File: config.mk
export PLATFORM = sky130hd
export DESIGN_NAME = acc_exec
export DESIGN_NICKNAME = d
export VERILOG_FILES = /design/src/acc_exec_pkg.sv /design/src/acc_alu.sv /design/src/acc_exec.sv
export SDC_FILE = /design/constraint.sdc
export NUM_CORES = 2
export LEC_CHECK = 0
export BUFFER_PORTS_ARGS = -buffer_cell sky130_fd_sc_hd__buf_2
export CORE_MARGIN = 3
export CORE_UTILIZATION = 45
export DETAILED_ROUTE_END_ITERATION = 8
export PLACE_DENSITY_LB_ADDON = 0.12
export SLEW_MARGIN = 15
export SYNTH_ARGS = -nofsm -noshare
export SYNTH_HDL_FRONTEND = slang
export SYNTH_SLANG_ARGS = --single-unit
File: constraint.sdc
create_clock -name clk_sys -period 157.5 [get_ports clk_sys]
set_clock_uncertainty 0.15 [all_clocks]
set_input_delay 31.5 -clock clk_sys [delete_from_list [all_inputs] [get_ports clk_sys]]
set_output_delay 31.5 -clock clk_sys [all_outputs]
set_load 0.02 [all_outputs]
File: src/acc_exec_pkg.sv
`default_nettype none
package acc_exec_pkg;
   // Register byte offsets
   localparam logic [7:0] OFS_CTRL = 8'h00;
   localparam logic [7:0] OFS_CMD = 8'h04;
   localparam logic [7:0] OFS_VALUE = 8'h08;
   localparam logic [7:0] OFS_ACC = 8'h0C;
   localparam logic [7:0] OFS_REPLY_STATUS = 8'h10;
   localparam logic [7:0] OFS_REPLY_VALUE = 8'h14;
   localparam logic [7:0] OFS_PC = 8'h18;
   localparam logic [7:0] OFS_FLAGS = 8'h1C;
   localparam logic [7:0] OFS_IRQ_STATUS = 8'h20;
   localparam logic [7:0] OFS_IRQ_MASK = 8'h24;
   // Control fields
   localparam int CTRL_STANDALONE = 0;
   localparam int CTRL_ADDR_LSB = 8;
   localparam logic [31:0] CTRL_RESET = 32'h0000_0100;
   // Command word fields
   localparam int CMD_INSTR_LSB = 0;
   localparam int CMD_TYPE_LSB = 8;
   localparam int CMD_BANK_LSB = 16;
   localparam int CMD_CSUM_LSB = 24;
   // Instruction numbers
   localparam logic [7:0] INSTR_READ_INPUT = 8'h0F;
   localparam logic [7:0] INSTR_ACCUMULATE = 8'h13;
   localparam logic [7:0] INSTR_COMPARE = 8'h14;
   localparam logic [7:0] INSTR_JUMP_COND = 8'h15;
   // accumulate_op types
   localparam logic [7:0] ACC_ADD = 8'h00;
   localparam logic [7:0] ACC_SUB = 8'h01;
   localparam logic [7:0] ACC_MUL = 8'h02;
   localparam logic [7:0] ACC_DIV = 8'h03;
   localparam logic [7:0] ACC_MOD = 8'h04;
   localparam logic [7:0] ACC_AND = 8'h05;
   localparam logic [7:0] ACC_OR = 8'h06;
   localparam logic [7:0] ACC_XOR = 8'h07;
   localparam logic [7:0] ACC_NOT = 8'h08;
   localparam logic [7:0] ACC_LOAD = 8'h09;
   // conditional_jump: types 0..11 index the condition vector
   localparam logic [7:0] JUMP_TYPE_COUNT = 8'h0C;
   // read_input_cmd banks and ports
   localparam logic [7:0] BANK_INPUTS = 8'h00;
   localparam logic [7:0] BANK_OUTPUTS = 8'h02;
   localparam logic [7:0] PORT_COUNT = 8'h04;
   localparam logic [7:0] PORT_ENABLE = 8'h0A;
   localparam logic [7:0] PORT_ALL = 8'hFF;
   // Reply status codes
   localparam logic [7:0] STAT_OK = 8'h64;
   localparam logic [7:0] STAT_BAD_CSUM = 8'h01;
   localparam logic [7:0] STAT_BAD_CMD = 8'h02;
   localparam logic [7:0] STAT_BAD_TYPE = 8'h03;
   localparam logic [7:0] STAT_BAD_VALUE = 8'h04;
   localparam logic [7:0] STAT_PROGRAM_ONLY = 8'h06;
   // Interrupt status bits
   localparam int IRQ_DONE = 0;
   localparam int IRQ_CSUM = 1;
   localparam int IRQ_JUMP = 2;
   localparam int IRQ_WIDTH = 3;
   // Flag register bits
   localparam int FLAG_EQ = 0;
   localparam int FLAG_GT = 1;
   localparam int FLAG_LT = 2;
endpackage : acc_exec_pkg
`default_nettype wire

File: src/acc_alu.sv
`timescale 1ns/1ns
`default_nettype none
module acc_alu (
   // Operands
   input wire logic [31:0] acc,
   input wire logic [31:0] operand,
   input wire logic [7:0] op,
   // Result
   output logic [31:0] result,
   output logic typeOk,
   output logic divOk
);
   wire logic divide = (op == acc_exec_pkg::ACC_DIV) || (op == acc_exec_pkg::ACC_MOD);
   // Signed operands, as the values travel two's complement
   wire logic signed [31:0] sa = $signed(acc);
   wire logic signed [31:0] sb = $signed(operand);
   // Zero divisor is caught; result would be meaningless
   wire logic signed [31:0] safeB = (operand == 32'h0000_0000) ? 32'sh0000_0001 : sb;
   wire logic signed [31:0] quot = sa / safeB;
   wire logic signed [31:0] rem = sa % safeB;
   wire logic signed [31:0] prod = sa * sb;

   assign divOk = !divide || (operand != 32'h0000_0000);
   assign typeOk = op <= acc_exec_pkg::ACC_LOAD;
   assign result =
      (op == acc_exec_pkg::ACC_ADD) ? acc + operand :
      (op == acc_exec_pkg::ACC_SUB) ? acc - operand :
      (op == acc_exec_pkg::ACC_MUL) ? prod :
      (op == acc_exec_pkg::ACC_DIV) ? quot :
      (op == acc_exec_pkg::ACC_MOD) ? rem :
      (op == acc_exec_pkg::ACC_AND) ? acc & operand :
      (op == acc_exec_pkg::ACC_OR) ? acc | operand :
      (op == acc_exec_pkg::ACC_XOR) ? acc ^ operand :
      (op == acc_exec_pkg::ACC_NOT) ? ~acc :
      (op == acc_exec_pkg::ACC_LOAD) ? operand : acc;
endmodule : acc_alu
`default_nettype wire

File: src/acc_exec.sv
// Design decisions made here: the address map and the AHB-Lite register port.
`timescale 1ns/1ns
`default_nettype none
module acc_exec #(
   parameter int PC_WIDTH = 16
) (
   // Clock and reset
   input wire logic clk_sys,
   input wire logic srst,
   // AHB-Lite slave
   input wire logic hsel,
   input wire logic [31:0] haddr,
   input wire logic [1:0] htrans,
   input wire logic hwrite,
   input wire logic [2:0] hsize,
   input wire logic [31:0] hwdata,
   input wire logic hready,
   output logic hreadyout,
   output logic hresp,
   output logic [31:0] hrdata,
   // Digital lines
   input wire logic [3:0] digIn,
   input wire logic [3:0] outState,
   input wire logic moduleEnable,
   // Error flags from the motion side
   input wire logic timeoutErr,
   input wire logic alarmErr,
   input wire logic deviationErr,
   input wire logic positionErr,
   // Interrupt and program counter
   output logic irq,
   output logic [PC_WIDTH-1:0] pc
);
   function automatic logic [7:0] byteSum(input logic [31:0] w);
      byteSum = w[31:24] + w[23:16] + w[15:8] + w[7:0];
   endfunction : byteSum

   localparam int IRQ_WIDTH_L = acc_exec_pkg::IRQ_WIDTH;

   // Bus phase tracking
   logic dpValid;
   logic dpWrite;
   logic [7:0] dpAddr;
   logic rdReady;
   // Registers
   logic [31:0] ctrl;
   logic [31:0] valueReg;
   logic [7:0] cmdInstr;
   logic [7:0] cmdType;
   logic [7:0] cmdBank;
   logic [7:0] cmdCsum;
   logic cmdGo;
   logic [31:0] acc;
   logic [7:0] replyStatus;
   logic [7:0] replyInstr;
   logic [31:0] replyValue;
   logic flagEq;
   logic flagGt;
   logic flagLt;
   logic [IRQ_WIDTH_L-1:0] irqStatus;
   logic [IRQ_WIDTH_L-1:0] irqMask;

   // AHB decode
   wire logic take = hsel && htrans[1] && hready;
   wire logic rdLoad = dpValid && !dpWrite && !rdReady;
   wire logic wrEn = dpValid && dpWrite;
   wire logic wrCtrl = wrEn && (dpAddr == acc_exec_pkg::OFS_CTRL);
   wire logic wrCmd = wrEn && (dpAddr == acc_exec_pkg::OFS_CMD);
   wire logic wrValue = wrEn && (dpAddr == acc_exec_pkg::OFS_VALUE);
   wire logic wrMask = wrEn && (dpAddr == acc_exec_pkg::OFS_IRQ_MASK);
   wire logic rdIrq = rdLoad && (dpAddr == acc_exec_pkg::OFS_IRQ_STATUS);

   // Reads take one wait state so hrdata comes from a flop
   assign hreadyout = !rdLoad;
   assign hresp = 1'b0;

   wire logic standalone = ctrl[acc_exec_pkg::CTRL_STANDALONE];
   wire logic [7:0] targetAddr = ctrl[acc_exec_pkg::CTRL_ADDR_LSB +: 8];

   // Frame check over address, instruction, type, bank, value bytes
   wire logic [7:0] frameSum = targetAddr + cmdInstr + cmdType + cmdBank + byteSum(valueReg);
   wire logic csumOk = frameSum == cmdCsum;

   wire logic isRead = cmdInstr == acc_exec_pkg::INSTR_READ_INPUT;
   wire logic isAcc = cmdInstr == acc_exec_pkg::INSTR_ACCUMULATE;
   wire logic isCmp = cmdInstr == acc_exec_pkg::INSTR_COMPARE;
   wire logic isJmp = cmdInstr == acc_exec_pkg::INSTR_JUMP_COND;

   // Accumulator arithmetic
   logic [31:0] aluResult;
   logic aluTypeOk;
   logic aluDivOk;
   acc_alu u_alu (
      .acc(acc),
      .operand(valueReg),
      .op(cmdType),
      .result(aluResult),
      .typeOk(aluTypeOk),
      .divOk(aluDivOk)
   );

   // read_input_cmd port selection
   wire logic inBank0 = cmdBank == acc_exec_pkg::BANK_INPUTS;
   wire logic inBank2 = cmdBank == acc_exec_pkg::BANK_OUTPUTS;
   wire logic lowPort = cmdType < acc_exec_pkg::PORT_COUNT;
   wire logic allPort = cmdType == acc_exec_pkg::PORT_ALL;
   wire logic enPort = inBank0 && (cmdType == acc_exec_pkg::PORT_ENABLE);
   wire logic readOk = (inBank0 && (lowPort || allPort)) || enPort || (inBank2 && (lowPort || allPort));
   wire logic [3:0] lineSet = inBank2 ? outState : digIn;
   wire logic [31:0] readValue =
      enPort ? {31'h0000_0000, !moduleEnable} :
      allPort ? {28'h000_0000, lineSet} :
      {31'h0000_0000, lineSet[cmdType[1:0]]};

   // Compare of accumulator against operand
   wire logic nextEq = acc == valueReg;
   wire logic nextGt = $signed(acc) > $signed(valueReg);
   wire logic nextLt = $signed(acc) < $signed(valueReg);

   // Conditions read the stored flags, never the live accumulator
   wire logic [11:0] condVec = {
      positionErr,
      deviationErr,
      alarmErr,
      timeoutErr,
      flagLt || flagEq,
      flagLt,
      flagGt || flagEq,
      flagGt,
      !flagEq,
      flagEq,
      !flagEq,
      flagEq
   };
   wire logic jmpTypeOk = cmdType < acc_exec_pkg::JUMP_TYPE_COUNT;
   wire logic condMet = jmpTypeOk && condVec[cmdType[3:0]];

   // Compare and jump are refused from the host in direct mode
   wire logic programOnly = (isCmp || isJmp) && !standalone;

   wire logic [7:0] nextStatus =
      !csumOk ? acc_exec_pkg::STAT_BAD_CSUM :
      programOnly ? acc_exec_pkg::STAT_PROGRAM_ONLY :
      isAcc ? (!aluTypeOk ? acc_exec_pkg::STAT_BAD_TYPE :
               !aluDivOk ? acc_exec_pkg::STAT_BAD_VALUE : acc_exec_pkg::STAT_OK) :
      isRead ? (readOk ? acc_exec_pkg::STAT_OK : acc_exec_pkg::STAT_BAD_VALUE) :
      isCmp ? acc_exec_pkg::STAT_OK :
      isJmp ? (jmpTypeOk ? acc_exec_pkg::STAT_OK : acc_exec_pkg::STAT_BAD_TYPE) :
      acc_exec_pkg::STAT_BAD_CMD;
   wire logic execOk = cmdGo && (nextStatus == acc_exec_pkg::STAT_OK);
   wire logic jumpTaken = execOk && isJmp && condMet;

   // Accumulator: direct mode host may use it and sees the echo
   wire logic [31:0] next_acc =
      (execOk && isAcc) ? aluResult :
      (execOk && isRead && standalone) ? readValue : acc;
   wire logic [31:0] next_replyValue = isRead ? readValue : valueReg;

   // Only standalone execution advances the program counter
   wire logic [PC_WIDTH-1:0] next_pc =
      jumpTaken ? valueReg[PC_WIDTH-1:0] :
      (cmdGo && standalone) ? pc + 1'b1 : pc;

   wire logic [IRQ_WIDTH_L-1:0] irqEvents = {jumpTaken, cmdGo && !csumOk, cmdGo};
   // Events set in the read-clear cycle survive
   wire logic [IRQ_WIDTH_L-1:0] next_irqStatus = (rdIrq ? '0 : irqStatus) | irqEvents;

   wire logic [31:0] regRead =
      (dpAddr == acc_exec_pkg::OFS_CTRL) ? ctrl :
      (dpAddr == acc_exec_pkg::OFS_CMD) ? {cmdCsum, cmdBank, cmdType, cmdInstr} :
      (dpAddr == acc_exec_pkg::OFS_VALUE) ? valueReg :
      (dpAddr == acc_exec_pkg::OFS_ACC) ? acc :
      (dpAddr == acc_exec_pkg::OFS_REPLY_STATUS) ? {16'h0000, replyInstr, replyStatus} :
      (dpAddr == acc_exec_pkg::OFS_REPLY_VALUE) ? replyValue :
      (dpAddr == acc_exec_pkg::OFS_PC) ? 32'(pc) :
      (dpAddr == acc_exec_pkg::OFS_FLAGS) ? {25'h000_0000, timeoutErr, alarmErr, deviationErr, positionErr,
         flagLt, flagGt, flagEq} :
      (dpAddr == acc_exec_pkg::OFS_IRQ_STATUS) ? 32'(irqStatus) :
      (dpAddr == acc_exec_pkg::OFS_IRQ_MASK) ? 32'(irqMask) : 32'h0000_0000;

   assign irq = |(irqStatus & irqMask);

   always_ff @(posedge clk_sys) begin
      if (srst) begin
         dpValid <= 1'b0;
      end else if (hready) begin
         dpValid <= take;
      end
   end

   always_ff @(posedge clk_sys) begin
      if (srst) begin
         dpWrite <= 1'b0;
         dpAddr <= 8'h00;
      end else if (hready) begin
         dpWrite <= hwrite;
         dpAddr <= haddr[7:0];
      end
   end

   always_ff @(posedge clk_sys) begin
      if (srst) begin
         rdReady <= 1'b0;
      end else begin
         rdReady <= rdLoad;
      end
   end

   // Read data holds until the next read
   always_ff @(posedge clk_sys) begin
      if (srst) begin
         hrdata <= 32'h0000_0000;
      end else if (rdLoad) begin
         hrdata <= regRead;
      end
   end

   always_ff @(posedge clk_sys) begin
      if (srst) begin
         ctrl <= acc_exec_pkg::CTRL_RESET;
      end else if (wrCtrl) begin
         ctrl <= hwdata;
      end
   end

   always_ff @(posedge clk_sys) begin
      if (srst) begin
         valueReg <= 32'h0000_0000;
      end else if (wrValue) begin
         valueReg <= hwdata;
      end
   end

   always_ff @(posedge clk_sys) begin
      if (srst) begin
         irqMask <= '0;
      end else if (wrMask) begin
         irqMask <= hwdata[IRQ_WIDTH_L-1:0];
      end
   end

   always_ff @(posedge clk_sys) begin
      if (srst) begin
         cmdInstr <= 8'h00;
         cmdType <= 8'h00;
         cmdBank <= 8'h00;
         cmdCsum <= 8'h00;
         cmdGo <= 1'b0;
      end else begin
         cmdGo <= wrCmd;
         if (wrCmd) begin
            cmdInstr <= hwdata[acc_exec_pkg::CMD_INSTR_LSB +: 8];
            cmdType <= hwdata[acc_exec_pkg::CMD_TYPE_LSB +: 8];
            cmdBank <= hwdata[acc_exec_pkg::CMD_BANK_LSB +: 8];
            cmdCsum <= hwdata[acc_exec_pkg::CMD_CSUM_LSB +: 8];
         end
      end
   end

   always_ff @(posedge clk_sys) begin
      if (srst) begin
         acc <= 32'h0000_0000;
      end else begin
         acc <= next_acc;
      end
   end

   always_ff @(posedge clk_sys) begin
      if (srst) begin
         pc <= '0;
      end else begin
         pc <= next_pc;
      end
   end

   always_ff @(posedge clk_sys) begin
      if (srst) begin
         irqStatus <= '0;
      end else begin
         irqStatus <= next_irqStatus;
      end
   end

   always_ff @(posedge clk_sys) begin
      if (srst) begin
         replyStatus <= 8'h00;
         replyInstr <= 8'h00;
      end else if (cmdGo) begin
         replyStatus <= nextStatus;
         replyInstr <= cmdInstr;
      end
   end

   always_ff @(posedge clk_sys) begin
      if (srst) begin
         replyValue <= 32'h0000_0000;
      end else if (cmdGo) begin
         replyValue <= next_replyValue;
      end
   end

   // Flags change only on a successful compare
   always_ff @(posedge clk_sys) begin
      if (srst) begin
         flagEq <= 1'b0;
         flagGt <= 1'b0;
         flagLt <= 1'b0;
      end else if (execOk && isCmp) begin
         flagEq <= nextEq;
         flagGt <= nextGt;
         flagLt <= nextLt;
      end
   end
endmodule : acc_exec
`default_nettype wire

==> summary.txt <==
Status
  – Run status: complete, but fails checks
  – Failing checks: design-rule violations

STA
  – Crit share post-route: around two thirds
  – Slew Limit Fails: 0
  – Final hold vios: 0
  – Final setup vio count: 0
  – RSZ-0062 raised after global routing: false
  – Min Hold Slack: 0.3051 ns
  – Crit path time final: 102.70 ns
  – Setup TNS: 0 ns
  – Worst relative slew slack: roughly an eighth
  – Worst slew pin tran: between 1 and 1.5 ns
  – Fmax: a little under 10 MHz

Setup path
  – Crit path capture type: register
  – Crit Path Category: reg -> reg
  – Max incr delay on CP: around 0.97 ns
  – Worst R2R Setup Slack: between 50 and 60 ns
  – Crit-path slowest cell: o311ai_2
  – Worst path arrival time: 103.02 ns
  – Critical Path RT: 157.82 ns
  – Critical Path Start Type: register
  – Worst Path Max Fanout: 45
  – Crit-path most repeated cell: ha_1

Yosys
  – Post-synthesis mux area share: ~2.1%
  – Combinational family with the most area after synthesis: adder cells
  – Register area share after synthesis: 7.105%
  – Ranking of synthesized cells by area: ha_1 (15%), fa_1 (13%), dfxtp_1 (7.1%)
  – Avg Cell Area, Syn: 7.153 sq um
  – FF+latch count, synth: 241
  – Cell area after synthesis: 67900 sq um
  – Compound-Gate Fraction of Synth Area: between 20 and 30%
  – Synth Area in Adders: 27.79%
  – Simple-gate share of the synthesized area: 21.94%
  – Syn Nets: 10.82k
  – Post-synth top area share: about 15%
  – Synth Flop Type: dfxtp_1
  – Area share of xor/xnor cells in the synthesized design: 7.750%
  – Library cells used by synthesis: ~100
  – Post-synth EDFFs: 0
  – Syn Inst Count: 9493
  – Yosys Warn Count: 0
  – Largest area contributor in the synthesized netlist: ha_1
  – Post-synth ARST share: 0%

Layout
  – Area Overhead vs Synth: 6.318%
  – Final nets: 10.71k
  – Share of layout cells above drive strength 1: ~7.0%
  – Post-route cell area: 72190 sq um

CTS
  – Clk sinks: 241
  – Post-cts repair resize count: 0
  – TritonCTS buffer count: 28
  – CTS tree: done
  – Setup Buffers After CTS: 0
  – Max H-tree Level: 1
  – Later-pin clock latency in the skew report: 0.62 ns
  – Clock Tree Root: clkbuf_16
  – Hold-fix buffers, CTS: 0
  – Maximum root-to-sink buffer count: 3
  – Clock transition at path regs: 0.09 ns

Routing
  – Final wirelength: 318000 um
  – Antenna-violating nets left: 0
  – Avg WL per Cell: 27.86 um
  – Initial DRC count: between 9k and 10k
  – Pre-antenna DRT Iters: 9
  – Via/cell ratio: 6.529
  – Post-route DRC: 12
  – Vias: 74.52k

Global route
  – First-pass GRT wire length: 463800 um
  – Total GRT Usage: 39.15%
  – Gr ovfl total: 0
  – Pin count of the biggest net entering global routing: 84
  – Number of global-route vias before repair: around 70k
  – Antenna violations before repair: 15

Die
  – Core Region: 148700 sq um
  – Height of the die: 394.5 um
  – Rows: approximately 140
  – Top-Level Pins: ~140
  – Initial Utilization: ~46%
  – Die width: a little under 400 um
  – Total die area: about 160000 sq um

Placed design
  – Area post-placement: a little over 70000 sq um
  – Port Buffers: 108
  – Post-DP HPWL: roughly 240000 um
  – Final Wtd Congestion: 1.079

Worst hold path
  – Min-Delay Path Class: reg -> reg

Run
  – # Max-Cap Violations: 0
cell families after synthesis:
family          after synthesis
compound gates             2646
fa+ha+maj                  1238
flops                       241
xor+xnor                    600
other cells                   1
mux                         133
simple gates               3297
buf+inv                    1337
synthesized netlist by cell type, drive strengths merged (84+ instances only):
cell,count
inv,846
ha,788
clkbuf,379
dfxtp,241
nand2b,84
o211ai,90
a21oi,750
a211oi,168
xor2,177
o21ai,460
nand2,1235
a31oi,130
xnor2,423
nand3,235
nor3,211
fa,450
nand4,90
nor2,969
buf,97
o21a,120
a21o,190
final timing paths:
kind | from | end | cells after the start
max | valueReg[5] | acc[30] | 328
min | ctrl[19] | ctrl[19] | 2
max reg2reg | valueReg[5] | acc[30] | 328
min reg2reg | ctrl[19] | ctrl[19] | 2
sequential cells by signal, summed over array words and instances (netlist names):
name         cells
acc             32
cmdBank          8
cmdCsum          8
cmdGo            1
cmdInstr         8
cmdType          8
ctrl            32
dpAddr           8
dpValid          1
dpWrite          1
flagEq           1
flagGt           1
flagLt           1
hrdata          32
irqMask          3
irqStatus        3
pc              16
rdReady          1
replyInstr       8
replyStatus      4
replyValue      32
valueReg        32
routing by layer:
layer  vias to the layer above  GRT usage, %  routed length [um]
met5                         -        0.4002                 125
met4                        10         18.43               19080
met3                       923         9.264               38110
met2                      4447         58.12              130400
met1                     35900         53.33              130200
li1                      33240             -                   -
worst max-delay path: cells and delay by family, from the launching register on:
kind	cells	cell delay (ns)
fa+ha+maj	32	11.29
mux	4	1.35
buf+inv	28	7.61
simple gates	105	29.65
flops	1	0.54
compound gates	159	51.56
per-stage QoR:
stage	setup slack, ns	cells	utilization, %
after global placement	59.35	11360	47.90
after CTS	58.18	11410	48.54
after global routing	50.40	11410	48.54
after floorplan	75.20	9493	-
final	54.80	11420	48.54
after detailed placement	58.49	11360	47.91
layout make-up:
class | count | area [sq um]
fill | 15240 | 76530
multi-input combinational | 7915 | 58360
sequential | 241 | 4843
inverter | 861 | 3232
tap | 2002 | 2505
timing repair buffer | 342 | 2303
clock buffer | 39 | 812.0
clock inverter | 12 | 127.6
antenna | 3 | 7.507
cells in the final DEF, fill, tap and decap left out, drive strengths merged, types with 61 or more instances in the layout:
cell type / synthesis / routed
or3: 81 / 81
xnor2: 423 / 423
o21a: 120 / 120
nor2b: 66 / 66
nand2: 1235 / 1235
and3: 72 / 72
nor4: 61 / 61
nor2: 969 / 969
mux2i: 67 / 67
fa: 450 / 450
xor2: 177 / 177
nand3: 235 / 235
nand4: 90 / 90
a211oi: 168 / 168
nand2b: 84 / 84
inv: 846 / 846
a31oi: 130 / 130
ha: 788 / 788
dfxtp: 241 / 241
a21o: 190 / 190
o211ai: 90 / 90
buf: 97 / 342
o21ai: 460 / 460
mux2: 65 / 65
o21bai: 65 / 65
nor3: 211 / 211
a21oi: 750 / 750
o31ai: 64 / 64
Power is left out: the tool's default activity adds up to more than one toggle a clock period on the data nets, which glitch-free logic cannot reach.
